**src/swcmd_pkg.sv**
```systemverilog
/*
 * Shared constants and types for the serial command decoder of a
 * 16-channel low-side switch.
 * Assumes a host that acts as serial master and sends 16-bit frames.
 */
//
// Contract
// - a frame is a control byte followed by a data byte; control picks mode
// - low control nibble all low picks channels 1-8, all high picks 9-16
// - diagnosis-only returns two-bit diagnosis, ignores data, keeps outputs
// - diagnosis-only acts for one frame unless repeated in the next frame
// - read-back returns the eight parallel input levels first, outputs unchanged
// - read-back then returns one fault bit per channel, high means no fault
// - echo loops serial input to output for exactly the next frame
// - echo changes nothing; the frame after it reads all zero
// - OR command turns a parallel channel on if input or data bit is active
// - AND command turns a parallel channel on only if input and data active
// - OR is the combining operation after reset
// - combining operation holds until the opposite command arrives
// - undefined control bytes do nothing and make the next response zero
// - on output commands a high data bit is on, a low one is off
// - diagnosis, read-back and echo ignore every data bit
// - serial input sampled on falling shift clock edge, most significant first
// - a received frame is applied on the rising edge of chip select
// - the response is shifted out in the frame after the command
// - diagnosis pairs: HH normal, HL overload, LH open load, LL short to ground
package swcmd_pkg;

    // ------------------------------------------------------------
    // frame and channel layout
    // ------------------------------------------------------------
    localparam int FRAME_BITS = 16;
    localparam int BYTE_BITS = 8;
    localparam int NUM_CH = 16;
    localparam int CH_PER_GRP = 8;
    localparam int PAR_PER_GRP = 4;
    localparam int PAR_BITS = 8;
    localparam int DIAG_BITS = 2;
    localparam int DIAG_W = 32;
    localparam int CNT_W = 5;
    localparam int SYNC_W = 44;

    localparam logic [CNT_W-1:0] FRAME_COUNT = 5'h10;
    localparam logic [CNT_W-1:0] COUNT_MAX = 5'h1f;

    // ------------------------------------------------------------
    // control byte codes
    // ------------------------------------------------------------
    localparam logic [3:0] GRP_LOW_SEL = 4'h0;
    localparam logic [3:0] GRP_HIGH_SEL = 4'hf;
    localparam logic [3:0] CMD_DIAG = 4'h0;
    localparam logic [3:0] CMD_READ = 4'hc;
    localparam logic [3:0] CMD_ECHO = 4'ha;
    localparam logic [3:0] CMD_OR = 4'h3;
    localparam logic [3:0] CMD_AND = 4'hf;

    // ------------------------------------------------------------
    // diagnosis codes and reset values
    // ------------------------------------------------------------
    localparam logic [1:0] DIAG_NORMAL = 2'h3;
    localparam logic [1:0] DIAG_OVERLOAD = 2'h2;
    localparam logic [1:0] DIAG_OPEN_LOAD = 2'h1;
    localparam logic [1:0] DIAG_SHORT_GND = 2'h0;
    localparam logic [15:0] DATA_RESET = 16'h0000;
    localparam logic [15:0] WORD_ZERO = 16'h0000;
    localparam logic OP_AND_RESET = 1'b0;

    typedef enum logic [1:0] {
        RESP_ZERO = 2'b00,
        RESP_DIAG = 2'b01,
        RESP_READ = 2'b10,
        RESP_ECHO = 2'b11
    } swcmd_resp_type;

endpackage

```
**src/swcmd_decoder.sv**
```systemverilog
/*
 * Serial command decoder of a 16-channel low-side switch: shifts frames in
 * and responses out, decodes five commands, latches channel data and the
 * combining operation, and builds the next response.
 * Assumes shift clock and chip select are pins sampled by CLK_I, well below
 * half its rate, and diagnosis pairs come from analog fault detection.
 */
`timescale 1ns/1ps
module swcmd_decoder
    import swcmd_pkg::*;
(
    input wire logic CLK_I,
    input wire logic RESET_I,
    input wire logic SCLK_I,
    input wire logic CS_N_I,
    input wire logic SI_I,
    input wire logic PRG_I,
    input wire logic [swcmd_pkg::PAR_BITS-1:0] PAR_IN_I,
    input wire logic [swcmd_pkg::DIAG_W-1:0] DIAG_I,
    output logic [swcmd_pkg::NUM_CH-1:0] OUT_O,
    output logic SO_O,
    output logic SO_OE_O,
    output logic OP_AND_O
);
    import swcmd_pkg::*;

    // ------------------------------------------------------------
    // helpers
    // ------------------------------------------------------------
    function automatic logic [FRAME_BITS-1:0] diag_word(input logic [DIAG_W-1:0] d,
                                                         input logic g);
        return g ? d[DIAG_W-1:FRAME_BITS] : d[FRAME_BITS-1:0];
    endfunction

    function automatic logic [BYTE_BITS-1:0] fault_byte(input logic [DIAG_W-1:0] d,
                                                        input logic g);
        logic [FRAME_BITS-1:0] w;
        logic [BYTE_BITS-1:0] f;
        w = diag_word(d, g);
        for (int k = 0; k < CH_PER_GRP; k++)
        begin
            f[k] = (w[k*DIAG_BITS +: DIAG_BITS] == DIAG_NORMAL);
        end
        return f;
    endfunction

    function automatic logic combine(input logic is_and, input logic act, input logic d);
        return is_and ? (act & d) : (act | d);
    endfunction

    // ------------------------------------------------------------
    // pin synchronisation and edge detection
    // ------------------------------------------------------------
    logic sclk_s;
    logic cs_s;
    logic cs_n_s;
    logic si_s;
    logic prg_s;
    logic [PAR_BITS-1:0] par_s;
    logic [DIAG_W-1:0] diag_s;

    swcmd_sync #(
        .W(SYNC_W)
    ) u_sync (
        .clk_i(CLK_I),
        .reset_i(RESET_I),
        .d_i({SCLK_I, ~CS_N_I, SI_I, PRG_I, PAR_IN_I, DIAG_I}),
        .q_o({sclk_s, cs_s, si_s, prg_s, par_s, diag_s})
    );

    // select enters inverted so a cleared synchroniser reads as deselected,
    // otherwise reset release would fake a frame start and end
    assign cs_n_s = ~cs_s;

    logic sclk_q;
    logic cs_q;
    logic cs_fall;
    logic cs_rise;
    logic sclk_rise;
    logic sclk_fall;

    // shift edges outside a frame are ignored
    assign cs_fall = cs_q & ~cs_n_s;
    assign cs_rise = ~cs_q & cs_n_s;
    assign sclk_rise = ~sclk_q & sclk_s & ~cs_n_s;
    assign sclk_fall = sclk_q & ~sclk_s & ~cs_n_s;

    // ------------------------------------------------------------
    // frame state
    // ------------------------------------------------------------
    logic [FRAME_BITS-1:0] rx;
    logic [FRAME_BITS-1:0] tx;
    logic [CNT_W-1:0] bit_cnt;
    swcmd_resp_type resp;
    logic resp_grp;
    logic echo_on;
    logic [NUM_CH-1:0] data;
    logic op_and;
    logic [NUM_CH-1:0] out;
    logic so;

    logic [FRAME_BITS-1:0] next_rx;
    logic [FRAME_BITS-1:0] next_tx;
    logic [CNT_W-1:0] next_bit_cnt;
    swcmd_resp_type next_resp;
    logic next_resp_grp;
    logic next_echo_on;
    logic [NUM_CH-1:0] next_data;
    logic next_op_and;
    logic [NUM_CH-1:0] next_out;
    logic next_so;

    logic [3:0] ctrl_cmd;
    logic [3:0] ctrl_grp;
    logic [BYTE_BITS-1:0] data_byte;
    logic frame_ok;
    logic grp_ok;
    logic grp_sel;
    logic [PAR_BITS-1:0] par_act;

    assign ctrl_cmd = rx[FRAME_BITS-1 -: 4];
    assign ctrl_grp = rx[BYTE_BITS +: 4];
    assign data_byte = rx[BYTE_BITS-1:0];
    // short or long frames are treated as undefined words
    assign frame_ok = (bit_cnt == FRAME_COUNT) & ~echo_on;
    assign grp_ok = (ctrl_grp == GRP_LOW_SEL) | (ctrl_grp == GRP_HIGH_SEL);
    assign grp_sel = (ctrl_grp == GRP_HIGH_SEL);
    assign par_act = prg_s ? par_s : ~par_s;

    always_comb
    begin
        next_rx = rx;
        next_tx = tx;
        next_bit_cnt = bit_cnt;
        next_resp = resp;
        next_resp_grp = resp_grp;
        next_echo_on = echo_on;
        next_data = data;
        next_op_and = op_and;

        // response of the previous command goes out in this frame
        if (cs_fall)
        begin
            next_bit_cnt = '0;
            next_echo_on = (resp == RESP_ECHO);
            case (resp)
                RESP_DIAG: next_tx = diag_word(diag_s, resp_grp);
                RESP_READ: next_tx = {par_s, fault_byte(diag_s, resp_grp)};
                RESP_ECHO: next_tx = WORD_ZERO;
                RESP_ZERO: next_tx = WORD_ZERO;
                default: next_tx = WORD_ZERO;
            endcase
        end

        if (sclk_fall)
        begin
            next_rx = {rx[FRAME_BITS-2:0], si_s};
            if (bit_cnt != COUNT_MAX)
            begin
                next_bit_cnt = bit_cnt + 5'h01;
            end
        end

        if (sclk_rise)
        begin
            next_tx = {tx[FRAME_BITS-2:0], 1'b0};
        end

        // a finished frame takes effect only here
        if (cs_rise)
        begin
            next_echo_on = 1'b0;
            next_resp = RESP_ZERO;
            next_resp_grp = grp_sel;
            if (frame_ok && grp_ok)
            begin
                case (ctrl_cmd)
                    CMD_DIAG: next_resp = RESP_DIAG;
                    CMD_READ: next_resp = RESP_READ;
                    CMD_ECHO: next_resp = RESP_ECHO;
                    CMD_OR:
                    begin
                        next_data[grp_sel*CH_PER_GRP +: CH_PER_GRP] = data_byte;
                        next_op_and = 1'b0;
                        next_resp = RESP_DIAG;
                    end
                    CMD_AND:
                    begin
                        next_data[grp_sel*CH_PER_GRP +: CH_PER_GRP] = data_byte;
                        next_op_and = 1'b1;
                        next_resp = RESP_DIAG;
                    end
                    default: next_resp = RESP_ZERO;
                endcase
            end
        end
    end

    // ------------------------------------------------------------
    // channel drive and serial output
    // ------------------------------------------------------------
    // parallel inputs are combined live so PWM on them passes through
    always_comb
    begin
        for (int g = 0; g < NUM_CH / CH_PER_GRP; g++)
        begin
            for (int k = 0; k < CH_PER_GRP; k++)
            begin
                if (k < PAR_PER_GRP)
                begin
                    next_out[g*CH_PER_GRP+k] = combine(op_and, par_act[g*PAR_PER_GRP+k],
                                                       data[g*CH_PER_GRP+k]);
                end
                else
                begin
                    next_out[g*CH_PER_GRP+k] = data[g*CH_PER_GRP+k];
                end
            end
        end
        next_so = next_echo_on ? si_s : next_tx[FRAME_BITS-1];
    end

    always_ff @(posedge CLK_I)
    begin
        if (RESET_I)
        begin
            sclk_q <= 1'b0;
            cs_q <= 1'b1;
            rx <= WORD_ZERO;
            tx <= WORD_ZERO;
            bit_cnt <= '0;
            resp <= RESP_ZERO;
            resp_grp <= 1'b0;
            echo_on <= 1'b0;
            data <= DATA_RESET;
            op_and <= OP_AND_RESET;
            out <= DATA_RESET;
            so <= 1'b0;
        end
        else
        begin
            sclk_q <= sclk_s;
            cs_q <= cs_n_s;
            rx <= next_rx;
            tx <= next_tx;
            bit_cnt <= next_bit_cnt;
            resp <= next_resp;
            resp_grp <= next_resp_grp;
            echo_on <= next_echo_on;
            data <= next_data;
            op_and <= next_op_and;
            out <= next_out;
            so <= next_so;
        end
    end

    assign OUT_O = out;
    assign SO_O = so;
    assign SO_OE_O = ~cs_q;
    assign OP_AND_O = op_and;
endmodule

```
**src/swcmd_sync.sv**
```systemverilog
/*
 * Two-stage synchroniser for a bundle of pin-level inputs.
 * Assumes every bit is a slow level relative to the clock; no bus
 * coherence is promised across bits.
 */
`timescale 1ns/1ps
module swcmd_sync #(
    parameter int W = 8
) (
    input wire logic clk_i,
    input wire logic reset_i,
    input wire logic [W-1:0] d_i,
    output logic [W-1:0] q_o
);
    logic [W-1:0] meta;
    logic [W-1:0] stable;
    logic [W-1:0] next_meta;
    logic [W-1:0] next_stable;

    // first stage feeds only the second stage
    always_comb
    begin
        next_meta = d_i;
        next_stable = meta;
    end

    always_ff @(posedge clk_i)
    begin
        if (reset_i)
        begin
            meta <= '0;
            stable <= '0;
        end
        else
        begin
            meta <= next_meta;
            stable <= next_stable;
        end
    end

    assign q_o = stable;
endmodule

```
**config.mk**
```make
export PLATFORM = sky130hd
export DESIGN_NAME = swcmd_decoder
export DESIGN_NICKNAME = d
export VERILOG_FILES = /design/src/swcmd_pkg.sv /design/src/swcmd_decoder.sv /design/src/swcmd_sync.sv
export SDC_FILE = /design/constraint.sdc
export NUM_CORES = 1
export LEC_CHECK = 0
export ABC_AREA = 1
export BUFFER_PORTS_ARGS = -buffer_cell sky130_fd_sc_hd__buf_4
export CORE_ASPECT_RATIO = 0.75
export CORE_MARGIN = 1.5
export CORE_UTILIZATION = 30
export CTS_BUF_LIST = sky130_fd_sc_hd__clkbuf_4 sky130_fd_sc_hd__clkbuf_8
export DETAILED_ROUTE_END_ITERATION = 8
export PLACE_DENSITY_LB_ADDON = 0.1
export SLEW_MARGIN = 10
export SYNTH_ARGS = -nofsm -noshare
export SYNTH_HDL_FRONTEND = slang
export SYNTH_SLANG_ARGS = --single-unit
```
**constraint.sdc**
```tcl
create_clock -name CLK_I -period 4 [get_ports CLK_I]
set_input_delay 0.4 -clock CLK_I [delete_from_list [all_inputs] [get_ports CLK_I]]
set_output_delay 0.4 -clock CLK_I [all_outputs]
set_load 0.1 [all_outputs]
```
==> impl_metrics.sql <==
INSERT INTO impl_metrics (metric_group, metric, value, unit) VALUES
('detailed_routing', 'routedWlPerCell', '11.68', 'microns'),
('grt', 'antenna_found_initial', '0', ''),
('sta', 'timing.setup.tns', '0', 'ns'),
('synth', 'synthArstFlopShare', '0', ''),
('critical_path', 'worstPathMaxFanout', '17', ''),
('worst_hold_path', 'worstHoldPathType', 'input port to register', ''),
('sta', 'grt_setup_unrepaired', 'no', ''),
('synth', 'postSynthAreaPerCell', '7.647', 'sq um'),
('critical_path', 'worst-endpoint-arrival', '2.11', 'ns'),
('die', 'die-height', '126.4', 'microns'),
('synth', 'synth_seq_area_share', '0.5427', ''),
('synth', 'post-synth-top-area-fraction', '0.5427', ''),
('clock_tree', 'worstSkewPairLatency', '0.45', 'ns'),
('grt', 'grt_pass1_vias', '4293', ''),
('grt', 'first_pass_grt_wire_length', '21790', 'microns'),
('sta', 'report.final.setup_viol', '0', ''),
('critical_path', 'crit_required', '4.30', 'ns'),
('clock_tree', 'cts_tree', 'done', ''),
('synth', 'yosys_warns', '0', ''),
('placed_design', 'finalWeightedCongestion', '0.7167', ''),
('synth', 'synth_largest_area_cell', 'dfxtp_1', ''),
('clock_tree', 'worst_setup_hold_path_clk_slew', '0.08', 'ns'),
('detailed_routing', 'drt-pass1-iter-count', '4', ''),
('die', 'die_width', '167.5', 'microns'),
('final_layout', 'share_of_layout_cells_above_drive_strength_1', '0.1340', ''),
('job', 'cap_violations', '0', ''),
('clock_tree', 'hold_buffer_count_at_cts', '0', ''),
('die', 'fp.dieArea', '21160', 'sq um'),
('grt', 'largest_net_degree_at_the_start_of_global_routing', '92', ''),
('grt', 'grtUsageTotal', '0.1308', ''),
('sta', 'worstMarginPinSlew', '0.9673', 'ns'),
('detailed_routing', 'drtIter0Drc', '271', ''),
('final_layout', 'area_growth', '17.20', '%'),
('die', 'num_io_pins', '65', ''),
('die', 'initial_core_util', '0.3106', ''),
('final_layout', 'final_net_count', '895', ''),
('sta', 'post-route-min-period', '1.809', 'ns'),
('final_layout', 'ff_latch_area', '3303', 'sq um'),
('grt', 'grt_residual_overflow', '0', ''),
('clock_tree', 'cts_repair_resize_count', '0', ''),
('clock_tree', 'clock-sinks', '165', ''),
('sta', 'finalHoldViolCount', '0', ''),
('pwr', 'p_total', '3.186', 'mW'),
('pwr', 'static-leakage-power', '3.305', 'nW'),
('final_layout', 'insertedDiodeCount', '0', ''),
('sta', 'clk_skew', '0.01318', 'ns'),
('synth', 'synth-edff-count', '0', ''),
('pwr', 'power.density_cell_area', '446.5', 'nW/um^2'),
('die', 'rows', '44', ''),
('critical_path', 'setup.reg_to_reg.worst_slack', '2.19', 'ns'),
('pwr', 'vdd_ir_drop_max', '0.1945', 'mV'),
('synth', 'syn-cell-area', '6087', 'sq um'),
('detailed_routing', 'detail_route.drc_violations', '0', ''),
('synth', 'synth_fp_nets', '845', ''),
('synth', 'synth-seq-cells', '165', ''),
('critical_path', 'critPathCaptureType', 'register', ''),
('clock_tree', 'clock_tree.buffer_depth', '2', ''),
('final_layout', 'n_fill_cell', '2161', ''),
('synth', 'number_of_library_cell_types_mapped_by_synthesis', '32', ''),
('detailed_routing', 'num_vias', '4587', ''),
('sta', 'slew-limit-headroom', '0.3551', ''),
('synth', 'synth_ff_type', 'dfxtp_1', ''),
('sta', 'slew_viol_final', '0', ''),
('placed_design', 'dp_hpwl', '8778', 'microns'),
('clock_tree', 'clockRootBuffer', 'clkbuf_8', ''),
('die', 'core', '19600', 'sq um'),
('sta', 'final.period_utilization', '0.4523', ''),
('final_layout', 'multiInputGateArea', '2052', 'sq um'),
('placed_design', 'placement.io_buffers', '64', ''),
('synth', 'netlist_instances', '796', ''),
('clock_tree', 'cts_htree_levels', '4', ''),
('synth', 'synth_area_leaders', 'dfxtp_1 (54%), nor2_1 (8.9%), nand2_1 (8.8%)', ''),
('detailed_routing', 'finalWirelength', '12970', 'microns'),
('status', 'result_of_the_run', 'finished, final reports clean', ''),
('clock_tree', 'cts_setup_buffers', '0', ''),
('sta', 'max_clock_freq', '552.7', 'MHz'),
('detailed_routing', 'viasPerCell', '4.129', ''),
('clock_tree', 'numCtsBuffers', '17', ''),
('detailed_routing', 'drtAntennaViolNets', '0', ''),
('critical_path', 'worstSetupPathType', 'register to register', ''),
('critical_path', 'start_kind', 'register', '');
critical path, cell delays in order (launching register included):
cell and delay (ns):
dfxtp_1 0.51, nand3_2 0.38, nand2_1 0.44, o22ai_1 0.12
a21oi_1 0.15, nor2_1 0.06
power breakdown:
part	switching [mW]	leakage (nW)	internal [mW]
Combinational	0.133	1.75	0.0681
Sequential	0.0207	1.35	1.69
Clock	0.614	0.207	0.658
cell usage in the layout (no fill, tap or decap), drive strengths merged:
cell type  count
a211oi         1
mux2i          1
ha             3
o31ai          1
nand2        146
clkinvlp       2
nand4          2
a31oi          1
a22oi          1
a21oi         59
clkinv         3
clkbuf        21
o211ai         1
buf           68
o21ai         31
inv          144
nand3         35
nor2         150
bufinv         3
o22ai         10
xor2           9
or2            1
dfxtp        165
routing by layer:
layer	GRT usage	wire, microns	vias up
li1	-	-	2492
met1	0.2016	7489	2023
met2	0.1735	4935	61
met3	0.03744	458	11
met4	0.03498	87	0
met5	0	0	-
synthesized netlist by cell type (3+ instances only):
cell      number
inv_1        139
nor2_2         4
nand2_1      142
clkbuf_1      12
dfxtp_1      165
inv_2          3
xor2_1         9
o21ai_0       30
buf_6          4
o22ai_1       10
nor2_1       144
a21oi_1       59
nand3_1       33
ha_1           3
buf_2         18
worst paths after layout:
check / startpoint / endpoint / cells past startpoint
worst max-delay path: u_sync.q_o[42]$_SDFF_PP0_ / tx[2]$_SDFFE_PP0P_ / 5
worst min-delay path: CS_N_I / u_sync.meta[42]$_SDFF_PP0_ / 2
worst max register to register: u_sync.q_o[42]$_SDFF_PP0_ / tx[2]$_SDFFE_PP0P_ / 5
worst min register to register: u_sync.meta[20]$_SDFF_PP0_ / u_sync.q_o[20]$_SDFF_PP0_ / 2
cells by family after synthesis:
group,Yosys count,share of synthesized area
buf+inv,179,0.1202
fa+ha+maj,3,0.006167
simple gates,334,0.2261
flops,165,0.5427
xor+xnor,9,0.01295
mux,1,0.001644
compound gates,105,0.09024
stage by stage:
step | area [sq um] | util | hold slack, ns | worst slack (ns) | cells
floorplan | 6087 | - | 0.3883 | 2.282 | 796
global placement | 6715 | 0.3426 | 0.3916 | 2.040 | 1080
detailed placement | 6715 | 0.3426 | 0.3947 | 2.026 | 1080
CTS | 7134 | 0.3640 | 0.05785 | 2.126 | 1111
global route | 7134 | 0.3640 | 0.05698 | 1.952 | 1111
finish | 7134 | 0.3640 | 0.09150 | 2.191 | 1111
cell type report:
| class | instances | area share |
|---|---|---|
| multi-input cells | 452 | 0.2876 |
| clock inverters | 10 | 0.02087 |
| clock buffers | 21 | 0.03788 |
| inverters | 142 | 0.07471 |
| flip-flops and latches | 165 | 0.4630 |
| repair buffers | 68 | 0.07155 |
| well taps | 253 | 0.04437 |
state kept, by name, summed over array words and instances (netlist names), 2 cells and up:
name / cells
resp: 2
data: 16
u_sync.meta: 44
tx: 16
bit_cnt: 5
u_sync.q_o: 44
OUT_O: 16
rx: 16
No activity file was read; power rests on OpenSTA's default activity.
